File: src/inc/pfs_pkg.sv
package pfs_pkg;
   // ****************************************************
   // register offsets (byte addresses)
   // ****************************************************
   localparam logic [7:0] OFS_FUNC_SEL = 8'h00; // pin_function_select
   localparam logic [7:0] OFS_PULL = 8'h04; // pin_drive_pull_control
   localparam logic [7:0] OFS_DIR = 8'h08; // pin_direction
   localparam logic [7:0] OFS_OUT = 8'h0C; // pin_output_value
   localparam logic [7:0] OFS_IRQ_EN = 8'h10; // pin_irq_enable
   localparam logic [7:0] OFS_IRQ_STS = 8'h14; // pin_irq_status
   localparam logic [7:0] OFS_IRQ_SENSE = 8'h18; // pin_irq_sense
   localparam logic [7:0] OFS_IRQ_MODE = 8'h1C; // pin_irq_level_edge
   localparam logic [7:0] OFS_IRQ_BOTH = 8'h20; // pin_irq_both_edges
   localparam logic [7:0] OFS_IRQ_CLR = 8'h24; // pin_irq_latch_clear
   localparam logic [7:0] OFS_DEBOUNCE = 8'h28; // pin_irq_debounce
   localparam logic [7:0] OFS_RAW = 8'h2C; // pin_raw_state
   localparam logic [7:0] OFS_CLK_CTRL = 8'h30; // pin-logic clock/reset control
   localparam logic [7:0] OFS_BLINK = 8'h34; // indicator blink time
   localparam logic [7:0] OFS_EVT_STS = 8'h38; // event status, write one to clear
   localparam logic [7:0] OFS_EVT_MASK = 8'h3C; // event mask

   // ****************************************************
   // field layout
   // ****************************************************
   localparam int NUM_PINS = 9;
   localparam int FUNC_W = 3;
   localparam int FUNC_BITS = 27; // bits 31..27 reserved
   localparam int PULL_W = 16;
   localparam int BLINK_W = 8;
   localparam int PIN_IRQ = 8; // pin carrying the interrupt request
   localparam int PIN_SYNC = 7; // pin with the reserved sync input
   localparam int CLK_EN_BIT = 0;
   localparam int DCLK_EN_BIT = 1;
   localparam int DRST_BIT = 2;
   localparam int EVT_W = 2; // 0: pin interrupt, 1: good frame seen

   // ****************************************************
   // function codes
   // ****************************************************
   localparam logic [2:0] FN_PLAIN = 3'h0;
   localparam logic [2:0] FN_SPECIAL = 3'h1;
   localparam logic [2:0] FN_ANT_SW = 3'h2;

   // ****************************************************
   // reset values and timing
   // ****************************************************
   localparam logic [31:0] FUNC_RESET = 32'h0000_0000;
   localparam logic [BLINK_W-1:0] BLINK_RESET = 8'h10;
   localparam int CLK_MHZ = 50;
   localparam int BLINK_UNIT_US = 14; // one blink step lasts 14 us
   localparam int BLINK_UNIT_CYC = BLINK_UNIT_US * CLK_MHZ;
   localparam int DEB_UNIT_US = 1; // debounce sample period
   localparam int DEB_UNIT_CYC = DEB_UNIT_US * CLK_MHZ;
   localparam logic [31:0] ZERO32 = 32'h0000_0000;
endpackage

File: src/core/pfs_pin_function_bank.sv
`timescale 1ns/1ns
// Function
// RL1: per-pin choice of plain or special function
// RL2: software enables pin clocks and reset first
// RL3: pin 0 field bits 2..0, reset 000
// RL4: pin 0 code 001 drives good-frame indicator
// RL5: pin 0 code 010 follows transmit state
// RL6: software never writes codes 011..111
// RL7: indicator pulses on each good-FCS frame
// RL8: pulse length from configured blink time
// RL9: irq enable, status, sense, mode, debounce, raw
// RL10: pin 8 reset 000 is irq output
// RL11: pin 7 needs 001 for plain pin
// RL12: fields three bits, bits 31..27 zero
module pfs_pin_function_bank
   import pfs_pkg::*;
(
   // clock and reset
   input wire logic clk_sys,
   input wire logic reset,
   // register port
   input wire logic [7:0] regAddr,
   input wire logic [31:0] regWrData,
   input wire logic regWrite,
   input wire logic regRead,
   output logic [31:0] regRdData,
   // transceiver status
   input wire logic txActive, // transmitter in its transmit state
   input wire logic rxGoodFrame, // one-cycle pulse per good-FCS frame
   input wire logic devIrq, // device interrupt request level
   // pins
   input wire logic [NUM_PINS-1:0] pinIn,
   output logic [NUM_PINS-1:0] pinOut,
   output logic [NUM_PINS-1:0] pinOe,
   // test input seen on pin 7 in its reset function
   output logic syncIn,
   // interrupt
   output logic irqOut
);
   // ****************************************************
   // registers
   // ****************************************************
   logic [FUNC_BITS-1:0] funcSel_reg; // pin function fields
   logic [PULL_W-1:0] pull_reg; // drive strength
   logic [NUM_PINS-1:0] dir_reg; // 1 = input
   logic [NUM_PINS-1:0] out_reg; // output values
   logic [NUM_PINS-1:0] irqEn_reg;
   logic [NUM_PINS-1:0] irqSts_reg; // latched pin interrupts
   logic [NUM_PINS-1:0] sense_reg; // 1 = active high / rising
   logic [NUM_PINS-1:0] mode_reg; // 1 = edge
   logic [NUM_PINS-1:0] both_reg; // 1 = both edges
   logic [NUM_PINS-1:0] deb_reg; // debounce enable
   logic [2:0] clkCtrl_reg; // clock enables and reset release
   logic [BLINK_W-1:0] blink_reg; // blink time
   logic [EVT_W-1:0] evtSts_reg; // sticky events
   logic [EVT_W-1:0] evtMask_reg;
   logic [NUM_PINS-1:0] syncLvl; // synchronised pins
   logic [NUM_PINS-1:0] debLvl_reg; // debounced level
   logic [NUM_PINS-1:0] prevLvl_reg; // level one cycle ago
   logic [NUM_PINS-1:0] usedLvl; // level used for interrupt detection
   logic [NUM_PINS-1:0] pinHit; // interrupt condition per pin
   logic [31:0] blinkCnt_reg; // blink step divider
   logic [31:0] debCnt_reg; // debounce sample divider
   logic blinkTick;
   logic debTick;
   logic ledActive;
   logic pinLogicOn;

   // pin logic runs only with clocks on and its reset released
   // until then pin status stays clear and plain pins stay released, so a
   // half-configured bank never fights the board
   assign pinLogicOn = clkCtrl_reg[CLK_EN_BIT] & clkCtrl_reg[DCLK_EN_BIT]
      & clkCtrl_reg[DRST_BIT]; // RL2

   // ****************************************************
   // pin input synchronisers
   // ****************************************************
   // each pin comes straight from the board, so each passes its own chain;
   // the raw state view reads these levels, never the pad itself
   genvar gi;
   generate
      for (gi = 0; gi < NUM_PINS; gi++) begin : gSync
         pfs_pin_sync uSync (
            .clk_sys(clk_sys),
            .reset(reset),
            .pinIn(pinIn[gi]),
            .pinLevel(syncLvl[gi])
         );
      end
   endgenerate

   // ****************************************************
   // rate dividers
   // ****************************************************
   // blink step and debounce sample enables
   // both dividers run free from reset, so a pulse starts at any phase of
   // its first step; that step may come out shorter than the rest
   always_ff @(posedge clk_sys or posedge reset) begin
      if (reset) begin
         blinkCnt_reg <= ZERO32;
         debCnt_reg <= ZERO32;
      end else begin
         blinkCnt_reg <= blinkTick ? ZERO32 : blinkCnt_reg + 32'h1;
         debCnt_reg <= debTick ? ZERO32 : debCnt_reg + 32'h1;
      end
   end
   // one-cycle enables; nothing in the block runs on a slower clock
   assign blinkTick = (blinkCnt_reg == 32'(BLINK_UNIT_CYC - 1));
   assign debTick = (debCnt_reg == 32'(DEB_UNIT_CYC - 1));

   // ****************************************************
   // good-frame indicator pulse
   // ****************************************************
   // a zero blink time still gives a one-step pulse, so a good frame never
   // goes by without a mark on the pin
   pfs_pulse_timer uLed (
      .clk_sys(clk_sys),
      .reset(reset),
      .tick(blinkTick),
      .trigger(rxGoodFrame), // RL7
      .length(blink_reg), // RL8
      .active(ledActive)
   );

   // ****************************************************
   // register writes
   // ****************************************************
   // configuration registers
   // direction resets to input so no plain pin drives the board before setup; pin 8 drives its interrupt request from reset
   // the reserved top bits of the function word are dropped on write;
   // codes 011..111 are stored as written and pin 0 treats them as plain
   always_ff @(posedge clk_sys or posedge reset) begin
      if (reset) begin
         funcSel_reg <= FUNC_RESET[FUNC_BITS-1:0]; // RL3 RL10
         pull_reg <= '1;
         dir_reg <= '1;
         out_reg <= '0;
         irqEn_reg <= '0;
         sense_reg <= '0;
         mode_reg <= '0;
         both_reg <= '0;
         deb_reg <= '0;
         clkCtrl_reg <= '0;
         blink_reg <= BLINK_RESET;
         evtMask_reg <= '0;
      end else if (regWrite) begin
         unique case (regAddr)
            OFS_FUNC_SEL: funcSel_reg <= regWrData[FUNC_BITS-1:0]; // RL1 RL12
            OFS_PULL: pull_reg <= regWrData[PULL_W-1:0];
            OFS_DIR: dir_reg <= regWrData[NUM_PINS-1:0];
            OFS_OUT: out_reg <= regWrData[NUM_PINS-1:0];
            OFS_IRQ_EN: irqEn_reg <= regWrData[NUM_PINS-1:0];
            OFS_IRQ_SENSE: sense_reg <= regWrData[NUM_PINS-1:0];
            OFS_IRQ_MODE: mode_reg <= regWrData[NUM_PINS-1:0];
            OFS_IRQ_BOTH: both_reg <= regWrData[NUM_PINS-1:0];
            OFS_DEBOUNCE: deb_reg <= regWrData[NUM_PINS-1:0];
            OFS_CLK_CTRL: clkCtrl_reg <= regWrData[2:0];
            OFS_BLINK: blink_reg <= regWrData[BLINK_W-1:0];
            OFS_EVT_MASK: evtMask_reg <= regWrData[EVT_W-1:0];
            // read-only and unmapped addresses ignore writes
            default: ;
         endcase
      end
   end

   // ****************************************************
   // pin interrupt detection
   // ****************************************************
   // debounce samples once per 1 us sample period, so a short glitch reaches the latch only if a sample lands on it
   // the edge memory follows the level in use, so turning debounce on may
   // show one false edge; software should clear the latch after it
   always_ff @(posedge clk_sys or posedge reset) begin
      if (reset) begin
         debLvl_reg <= '0;
         prevLvl_reg <= '0;
      end else begin
         if (debTick) begin
            debLvl_reg <= syncLvl;
         end
         prevLvl_reg <= usedLvl;
      end
   end

   // per pin level or edge condition
   // level: hit while the level equals the sense bit
   // edge: hit in the cycle of the sensed transition; both: any change
   always_comb begin
      for (int i = 0; i < NUM_PINS; i++) begin
         usedLvl[i] = deb_reg[i] ? debLvl_reg[i] : syncLvl[i]; // RL9
         if (!mode_reg[i]) begin
            pinHit[i] = (usedLvl[i] == sense_reg[i]);
         end else if (both_reg[i]) begin
            pinHit[i] = (usedLvl[i] != prevLvl_reg[i]);
         end else begin
            pinHit[i] = (usedLvl[i] == sense_reg[i]) && (prevLvl_reg[i] != sense_reg[i]);
         end
      end
   end

   // latched status; a new hit wins over a clear in the same cycle
   // cleared while pin logic is off so stale hits never outlive a restart
   always_ff @(posedge clk_sys or posedge reset) begin
      if (reset) begin
         irqSts_reg <= '0;
      end else if (!pinLogicOn) begin
         irqSts_reg <= '0;
      end else begin
         irqSts_reg <= (irqSts_reg & ~((regWrite && regAddr == OFS_IRQ_CLR)
            ? regWrData[NUM_PINS-1:0] : '0)) | (pinHit & irqEn_reg); // RL9
      end
   end

   // ****************************************************
   // block events and interrupt output
   // ****************************************************
   // bit 0: any pin interrupt latched, bit 1: good frame received
   // the frame bit lets software poll for frames without watching the pin
   always_ff @(posedge clk_sys or posedge reset) begin
      if (reset) begin
         evtSts_reg <= '0;
      end else begin
         evtSts_reg <= (evtSts_reg & ~((regWrite && regAddr == OFS_EVT_STS)
            ? regWrData[EVT_W-1:0] : '0)) | {rxGoodFrame, |irqSts_reg};
      end
   end
   assign irqOut = |(evtSts_reg & evtMask_reg);

   // ****************************************************
   // read data
   // ****************************************************
   // unmapped and write-only addresses read as zero
   // data stand for one cycle only; zero otherwise keeps the bus quiet
   always_ff @(posedge clk_sys or posedge reset) begin
      if (reset) begin
         regRdData <= ZERO32;
      end else if (regRead) begin
         unique case (regAddr)
            OFS_FUNC_SEL: regRdData <= {5'h00, funcSel_reg}; // RL12
            OFS_PULL: regRdData <= {16'h0000, pull_reg};
            OFS_DIR: regRdData <= {23'h000000, dir_reg};
            OFS_OUT: regRdData <= {23'h000000, out_reg};
            OFS_IRQ_EN: regRdData <= {23'h000000, irqEn_reg};
            OFS_IRQ_STS: regRdData <= {23'h000000, irqSts_reg};
            OFS_IRQ_SENSE: regRdData <= {23'h000000, sense_reg};
            OFS_IRQ_MODE: regRdData <= {23'h000000, mode_reg};
            OFS_IRQ_BOTH: regRdData <= {23'h000000, both_reg};
            OFS_DEBOUNCE: regRdData <= {23'h000000, deb_reg};
            OFS_RAW: regRdData <= {23'h000000, syncLvl}; // RL9
            OFS_CLK_CTRL: regRdData <= {29'h00000000, clkCtrl_reg};
            OFS_BLINK: regRdData <= {24'h000000, blink_reg};
            OFS_EVT_STS: regRdData <= {30'h00000000, evtSts_reg};
            OFS_EVT_MASK: regRdData <= {30'h00000000, evtMask_reg};
            default: regRdData <= ZERO32;
         endcase
      end else begin
         regRdData <= ZERO32;
      end
   end

   // ****************************************************
   // pin output mux
   // ****************************************************
   // plain pins stay undriven until software turns the pin logic on
   // every pin output is registered, so a pin moves one cycle after its
   // cause and never glitches while a function field changes
   always_ff @(posedge clk_sys or posedge reset) begin
      if (reset) begin
         pinOut <= '0;
         pinOe <= '0;
         syncIn <= 1'b0;
      end else begin
         for (int i = 0; i < NUM_PINS; i++) begin
            pinOut[i] <= out_reg[i];
            pinOe[i] <= pinLogicOn & ~dir_reg[i]; // RL1
         end
         // pin 0 special functions
         unique case (funcSel_reg[FUNC_W-1:0])
            FN_SPECIAL: begin
               pinOut[0] <= ledActive; // RL4
               pinOe[0] <= 1'b1;
            end
            FN_ANT_SW: begin
               pinOut[0] <= txActive; // RL5
               pinOe[0] <= 1'b1;
            end
            // reserved codes fall back to plain use
            default: ;
         endcase
         // pin 7: sync test input with code 000, plain pin with 001, undriven otherwise
         // the test input is passed on only while the field keeps its reset code
         if (funcSel_reg[PIN_SYNC*FUNC_W +: FUNC_W] != FN_SPECIAL) begin
            pinOe[PIN_SYNC] <= 1'b0; // RL11
         end
         syncIn <= (funcSel_reg[PIN_SYNC*FUNC_W +: FUNC_W] == FN_PLAIN)
            & syncLvl[PIN_SYNC];
         // pin 8: interrupt request unless set to plain pin
         // it drives even with the pin logic off, so the host sees
         // requests straight after reset
         if (funcSel_reg[PIN_IRQ*FUNC_W +: FUNC_W] == FN_PLAIN) begin
            pinOut[PIN_IRQ] <= devIrq; // RL10
            pinOe[PIN_IRQ] <= 1'b1;
         end
      end
   end
endmodule

File: src/core/pfs_pin_sync.sv
`timescale 1ns/1ns
module pfs_pin_sync
   import pfs_pkg::*;
(
   // clock and reset
   input wire logic clk_sys,
   input wire logic reset,
   // pin
   input wire logic pinIn,
   // result
   output logic pinLevel
);
   // three-stage chain; stage one feeds stage two only
   logic s1_reg;
   logic s2_reg;
   logic s3_reg;

   // ****************************************************
   // synchroniser
   // ****************************************************
   // a change counts only when stages two and three agree
   always_ff @(posedge clk_sys or posedge reset) begin
      if (reset) begin
         s1_reg <= 1'b0;
         s2_reg <= 1'b0;
         s3_reg <= 1'b0;
         pinLevel <= 1'b0;
      end else begin
         s1_reg <= pinIn;
         s2_reg <= s1_reg;
         s3_reg <= s2_reg;
         if (s2_reg == s3_reg) begin
            pinLevel <= s3_reg;
         end
      end
   end
endmodule

File: src/core/pfs_pulse_timer.sv
`timescale 1ns/1ns
module pfs_pulse_timer
   import pfs_pkg::*;
(
   // clock and reset
   input wire logic clk_sys,
   input wire logic reset,
   // control
   input wire logic tick, // one step of the blink unit
   input wire logic trigger, // starts or restarts the pulse
   input wire logic [BLINK_W-1:0] length, // pulse length in steps
   // result
   output logic active
);
   // steps left in the current pulse
   logic [BLINK_W-1:0] left_reg;

   // ****************************************************
   // countdown
   // ****************************************************
   // a new trigger restarts the pulse so close frames merge into one
   always_ff @(posedge clk_sys or posedge reset) begin
      if (reset) begin
         left_reg <= '0;
      end else if (trigger) begin
         left_reg <= (length == '0) ? BLINK_W'(1) : length;
      end else if (tick && left_reg != '0) begin
         left_reg <= left_reg - BLINK_W'(1);
      end
   end

   // output is registered via left_reg
   assign active = (left_reg != '0);
endmodule

File: config.mk
export PLATFORM = sky130hd
export DESIGN_NAME = pfs_pin_function_bank
export DESIGN_NICKNAME = d
export VERILOG_FILES = /design/src/inc/pfs_pkg.sv /design/src/core/pfs_pin_function_bank.sv /design/src/core/pfs_pin_sync.sv /design/src/core/pfs_pulse_timer.sv
export SDC_FILE = /design/constraint.sdc
export NUM_CORES = 1
export LEC_CHECK = 0
export ABC_AREA = 1
export BUFFER_PORTS_ARGS = -buffer_cell sky130_fd_sc_hd__buf_2
export CAP_MARGIN = 5
export CORE_ASPECT_RATIO = 0.5
export CORE_MARGIN = 3
export CORE_UTILIZATION = 65
export CTS_CLUSTER_DIAMETER = 60
export DETAILED_ROUTE_END_ITERATION = 10
export PLACE_DENSITY_LB_ADDON = 0.3
export SLEW_MARGIN = 25
export SYNTH_ARGS = -nofsm -noshare
export SYNTH_HDL_FRONTEND = slang
export SYNTH_SLANG_ARGS = --single-unit
File: constraint.sdc
create_clock -name clk_sys -period 21.5 [get_ports clk_sys]
set_clock_uncertainty 0.05 [all_clocks]
set_input_delay 2.15 -clock clk_sys [delete_from_list [all_inputs] [get_ports clk_sys]]
set_output_delay 2.15 -clock clk_sys [all_outputs]
set_load 0.02 [all_outputs]
Word-level counts from Yosys, hierarchy flattened

Index checks and enable logic that the tools add are counted.

Bitwise logic cells: 29
Add/sub/neg operators: 3
Shifts and indexed selects: 0
Div/mod/pow operators: 0
Order comparisons: 0
Equal/unequal tests: 56
Reduce and logical (&&, ||, !) cells: 33
$mul: 0
Multiplexer cells: 42

Operators by type and width:

| operator                                                           | number |
|---|---|
| 27-bit case mux with 15 select lines                               | 1 |
| 32-bit 2-to-1 mux                                                  | 3 |
| 32-bit by 1-bit adder with 32-bit output (second input constant)   | 2 |
| 8-bit by 6-bit == test with 1-bit output (second input constant)   | 8 |
| 32-bit by 10-bit == test with 1-bit output (second input constant) | 1 |
| 32-bit by 6-bit == test with 1-bit output (second input constant)  | 1 |
| 8-bit by 5-bit == test with 1-bit output (second input constant)   | 4 |
| 1-bit 2-to-1 mux                                                   | 31 |
| 8-bit 2-to-1 mux                                                   | 3 |
| 2-bit AND reduction                                                | 12 |
| 9-bit bitwise AND                                                  | 2 |
| 1-bit == test                                                      | 18 |
| 9-bit 2-to-1 mux                                                   | 2 |
| 1-bit inequality test                                              | 18 |
| 8-bit by 4-bit == test with 1-bit output (second input constant)   | 2 |
| 8-bit logical NOT                                                  | 2 |
| 1-bit bitwise AND                                                  | 12 |
| 1-bit logical AND                                                  | 12 |
| 1-bit NOT                                                          | 9 |
| 9-bit NOT                                                          | 1 |
| 9-bit bitwise OR                                                   | 1 |
| 9-bit OR reduction                                                 | 1 |
| 8-bit by 3-bit == test with 1-bit output (second input constant)   | 1 |
| 8-bit nonzero test                                                 | 1 |
| other kinds (12)                                                   | 15 |

Bits in latches: 0
Word-level logic and storage cells: 222
Bits in read-only memories: 0
Output and inout port bits: 52
Bits in writable memories: 0
Register bits: 307
Memories kept: 0
Input bits: 56

Logic depth before layout (Yosys ltp)

Depth in word-level cells: 8
Gate-level depth with buffers: 11
Mapped depth without buffers: 11

By module

Synthesis repeated with hierarchy kept, for this count alone.

Cells, all modules: 1,717
Area, all modules: 14,159.8 um^2

Modules (own cells, without submodules):

| module                | times used | area each (um^2) | cells an instance |
|---|---|---|---|
| pfs_pin_function_bank | 1          | 12,429.4         | 1,530 |
| pfs_pin_sync          | 9          | 120.1            | 9 |
| pfs_pulse_timer       | 1          | 649.4            | 106 |

Worst setup path before layout

Ideal clock, no wire load.

Kind: input-to-reg
Start point: input regAddr[7]
End point: register blink_reg[1]
Data arrival time: 3.044 ns
Path slack: 18.275 ns
Buffers on the path: 1
Cell stages on the path: 7
Cells stage by stage: nor2_2 -> nand3_1 -> nor2_1 -> nand2_1 -> buf_2 -> nand2_1 -> o21ai_1

Cells in the longest elaborated chain, start to end: 2

Ends and longest elaborated chain:

| element                                  | line                         | RTL |
|---|---|---|
| from (decl)                              | pfs_pin_function_bank.sv:22  | `input wire logic [7:0] regAddr,` |
| 8-bit by 6-bit == test with 1-bit output | pfs_pin_function_bank.sv:147 | `unique case (regAddr)` |
| 2-bit AND reduction (no line)            | --                           |  |
| to (signal assigned)                     | pfs_pin_function_bank.sv:158 | `OFS_BLINK: blink_reg <= regWrData[BLINK_W-1:0];` |
| to (decl)                                | pfs_pin_function_bank.sv:54  | `logic [BLINK_W-1:0] blink_reg;` |

Every way passes these cells.
A chain may end at the register's enable or synchronous reset.

Final worst setup path

Start point: input regAddr[7]
End point: register sense_reg[4]

Cells in the longest elaborated chain, start to end: 2

Ends and longest elaborated chain:

| element                                  | line                         | RTL |
|---|---|---|
| 8-bit by 5-bit == test with 1-bit output | pfs_pin_function_bank.sv:147 |  |
| 2-bit AND reduction (no line)            | --                           |  |
| to (signal assigned)                     | pfs_pin_function_bank.sv:153 | `OFS_IRQ_SENSE: sense_reg <= regWrData[NUM_PINS-1:0];` |
| to (decl)                                | pfs_pin_function_bank.sv:49  | `logic [NUM_PINS-1:0] sense_reg;` |

Every way passes these cells.

==> out/results.txt <==
Post-cts resize count: 0. Derived from the worst setup path, the maximum achievable clock frequency is 257 MHz. Final cell count without fillers: 2,073.

The post-CTS clock slew at the launch and capture registers of the worst setup and hold paths came out at 0.07 ns. Placement row count: 37. By startpoint and endpoint, the worst setup path is classified as input pin to flip-flop. The tools report the root buffer cell as clkbuf_16. Counting the fill cells in the layout gives 1,531. In this run the worst path has a maximum fanout of 39. By count the netlist is led by nand2_1 (409), dfrtp_1 (276), nor2_1 (208). The biggest area contributor in the post-synthesis netlist is dfrtp_1. In this run, placement finished with an instance count of 2,024. CTS saw 302 sinks. In this run the worst hold path is classified as flip-flop to flip-flop. Synthesis handed over a netlist of 1,682 instances. The overall fraction of global-route tracks in use was 0.302; the register area share after synthesis was 0.541. Number of enable flip-flop cells after synthesis: 0. For this design, the slowest cell found on the critical path is nor2_4. Detailed placement ended at an HPWL of 23.2 mm. Via count of the first global-routing pass: 11,400. The overall die width came out at 214 um. The detailed router finished its first iteration with 1,193 violations.

In this design, the largest share of critical-path delay is due to simple AND/OR/NAND/NOR gates. The core region is 20,900 sq um. The detailed-route wire length per cell was 16.6 um; the max-cap check violation count was 0. For this run, design rule violations remaining after detail routing come to 0.

Mean number of vias per cell: 5.62. The tools report the number of ports placed on the die boundary as 108. The worst-case vdd ir drop came out at 0.0596 mV. The run finished with clean final reports. Detailed routing inserted a total of 11,600 vias. The launching element of the worst setup path was regAddr[7].

The maximum level of the CTS H-tree was 1. Sort of element at the end of the critical path: a flip-flop. STA classifies the critical path startpoint as an input pin. The count of buffers from port buffering is 97. The first global-routing pass estimated 56.0 mm of wire. For the worst-skew pair, the clock arrives at the later sink with an insertion delay of 0.54 ns. Together, buffers and inverters on the worst path number 2. The logs give 0.945 for the last weighted congestion value of the routability-driven placer and 3 for the maximum clock path buffer count. For this run, the detailed router's first-pass iteration total came to 6. The run gives 0 as the number of antenna violations at the first check in global routing.

The most frequent cell after synthesis was nand2_1. Data arrives at the worst endpoint at 4.24 ns. Setup total negative slack on the finished layout was measured at 0 ns. TritonCTS built the clock tree. The proportion of synthesized flip-flops having asynchronous set or reset came out at 1.00.

The final cell utilization of the core came out at 0.747. The tools report the number of hold violations in the final report as 0. The tools report the starting density of the core as 0.672.

The run gives 1,821 as the number of nets in the layout. Sorting the synthesized cells by area gives the leading types as dfrtp_1 (49%), nand2_1 (11%), nor2_1 (5.6%). For the total number of yosys warnings, the log shows 0.

The proportion of layout cells with a drive suffix above 1 works out to 0.129. Relative to the synthesized area, the layout overhead comes to 11.2%. The number of library cell types mapped by synthesis came out at 40.

The count of final setup violators was 0; the chip height was 110 um. The most used flip-flop cell after synthesis is dfrtp_1. The tools report the worst endpoint required time as 21.85 ns.

The number of buffers created by CTS was 26; the delay of the slowest critical-path stage was 0.84 ns. Walking the worst path, the cells encountered are buf_2, inv_1, nand2_1, nor2_4, nand3_2, nand2_1, o21ai_1. Setup repair after global routing left no endpoint under its margin.

In this run the remaining antenna-violating nets after routing total 0. After detailed routing, the total wire length is 34.4 mm. The tools report the total grt overflow as 0.

The startpoint identified for the worst hold timing path is gSync[2].uSync.s1_reg. The power density of the placed cells works out to 77.4 nW/um^2. The logs give 14,000 sq um for the post-synthesis cell area and 23,500 sq um for the total die area. The headroom to the max-slew limit was 0.293; the share of the clock period used by the worst path after layout was 0.181. In this run the mean area of a mapped cell was 8.34 sq um. The slew of the pin with the lowest slew margin came out at 1.06 ns.

The synthesized design contains 302 register bits. Leakage power: 0.00790 uW. The most numerous cell type found on the critical path is nand2_1.

The tools report the number of pins with negative max-slew slack in the final report as 0. The share of the synthesized area in the top cell type is 0.492, and the post-CTS setup buffer count is 0. For the hold-fix buffer count after cts, the log shows 0. Entering global routing, the biggest net connects 147 pins. The smallest clock period supported by the final layout is computed as 3.89 ns. The startpoint identified for the worst register-to-register timing path is debCnt_reg[4].
## cells in the final DEF, fill, tap and decap left out, types with 2 or more instances in the layout
cell type   netlist  layout
buf_2            19      97
nand3_2           6       7
clkbuf_8          0       4
clkinv_4          0       2
nor2_2            9       8
dfstp_2          26      26
nand2_2           6       6
nor4_1            3       3
buf_4            13       2
maj3_1            9       9
nor2_1          208     208
nor2_4            7       8
o31ai_1           2       2
conb_1            1       5
a32o_1            5       5
o21ai_1          82      82
o21ai_0          59      59
inv_2             4       4
dfrtp_1         276     276
a21oi_1          29      29
bufinv_16         0       5
xnor2_1           3       3
xor2_1           48      48
nand4_1          18      18
or2_2            17      17
nand3_1         154     153
clkinv_2          0       6
nand3_4           2       2
clkbuf_16         0      27
ha_1              5       5
nor3_1           43      43
clkinvlp_4        0       4
inv_1           189     188
nand2_1         409     409
## metal layers
layer	GRT usage	share of wire	up-vias
met5	0	0	-
met4	0.119	0.035	0
met3	0.0567	0.077	97
met2	0.503	0.47	504
met1	0.399	0.41	5550
li1	-	-	5494
## worst paths after layout
path                                          to  slack, ns  depth (start not counted)
hold / removal             gSync[2].uSync.s2_reg       0.30                          0
min in group asynchronous  gSync[2].uSync.s1_reg       1.65                          2
hold reg to reg            gSync[2].uSync.s2_reg       0.30                          0
setup / recovery                    sense_reg[4]      17.61                          7
setup reg to reg                   debCnt_reg[0]      19.42                          7
max in group asynchronous         funcSel_reg[4]      18.20                          3
## kinds of logic (layout without fill, tap and decap cells)
kind of cell | after synthesis | in the layout | share of synthesized area
AOI/OAI and AO/OA | 182 | 182 | 0.0681
DFF | 302 | 302 | 0.541
and+or+nand+nor | 884 | 884 | 0.274
other | 1 | 6 | 0.000267
xor gates and xnor gates | 51 | 51 | 0.0318
adders and majority gates | 14 | 14 | 0.0109
muxes | 1 | 1 | 0.000803
buffers and inverters | 247 | 341 | 0.0735
## area by class of cell
class / instances / area, sq um / area share
flip-flops and latches: 302 / 7590 / 0.487
clock inverters: 17 / 228 / 0.0146
inverters: 193 / 737 / 0.0472
multi-input cells: 1137 / 5430 / 0.348
well taps: 292 / 365 / 0.0234
clock buffers: 31 / 731 / 0.0468
repair buffers: 100 / 512 / 0.0328
diodes: 1 / 2.50 / 0.000160
## where the power goes
group / leakage [uW] / switching, uW / internal, uW
combinational: 0.00353 / 53.4 / 25.1
clock: 0.000464 / 216 / 304
sequential: 0.00390 / 16.9 / 592
total: 0.00790 / 286 / 921
## metrics by stage
step,setup slack (ns),hold slack (ns),total power (uW),cell area (sq um)
after detailed placement,17.06,0.286,696,14600
after global placement,17.16,0.284,692,14600
after CTS,17.59,0.301,1210,15600
final,17.61,0.299,1210,15600
after global routing,17.48,0.307,1250,15600
after floorplan,11.00,0.281,672,14000
Note: power is estimated with default switching activity, not from simulation.
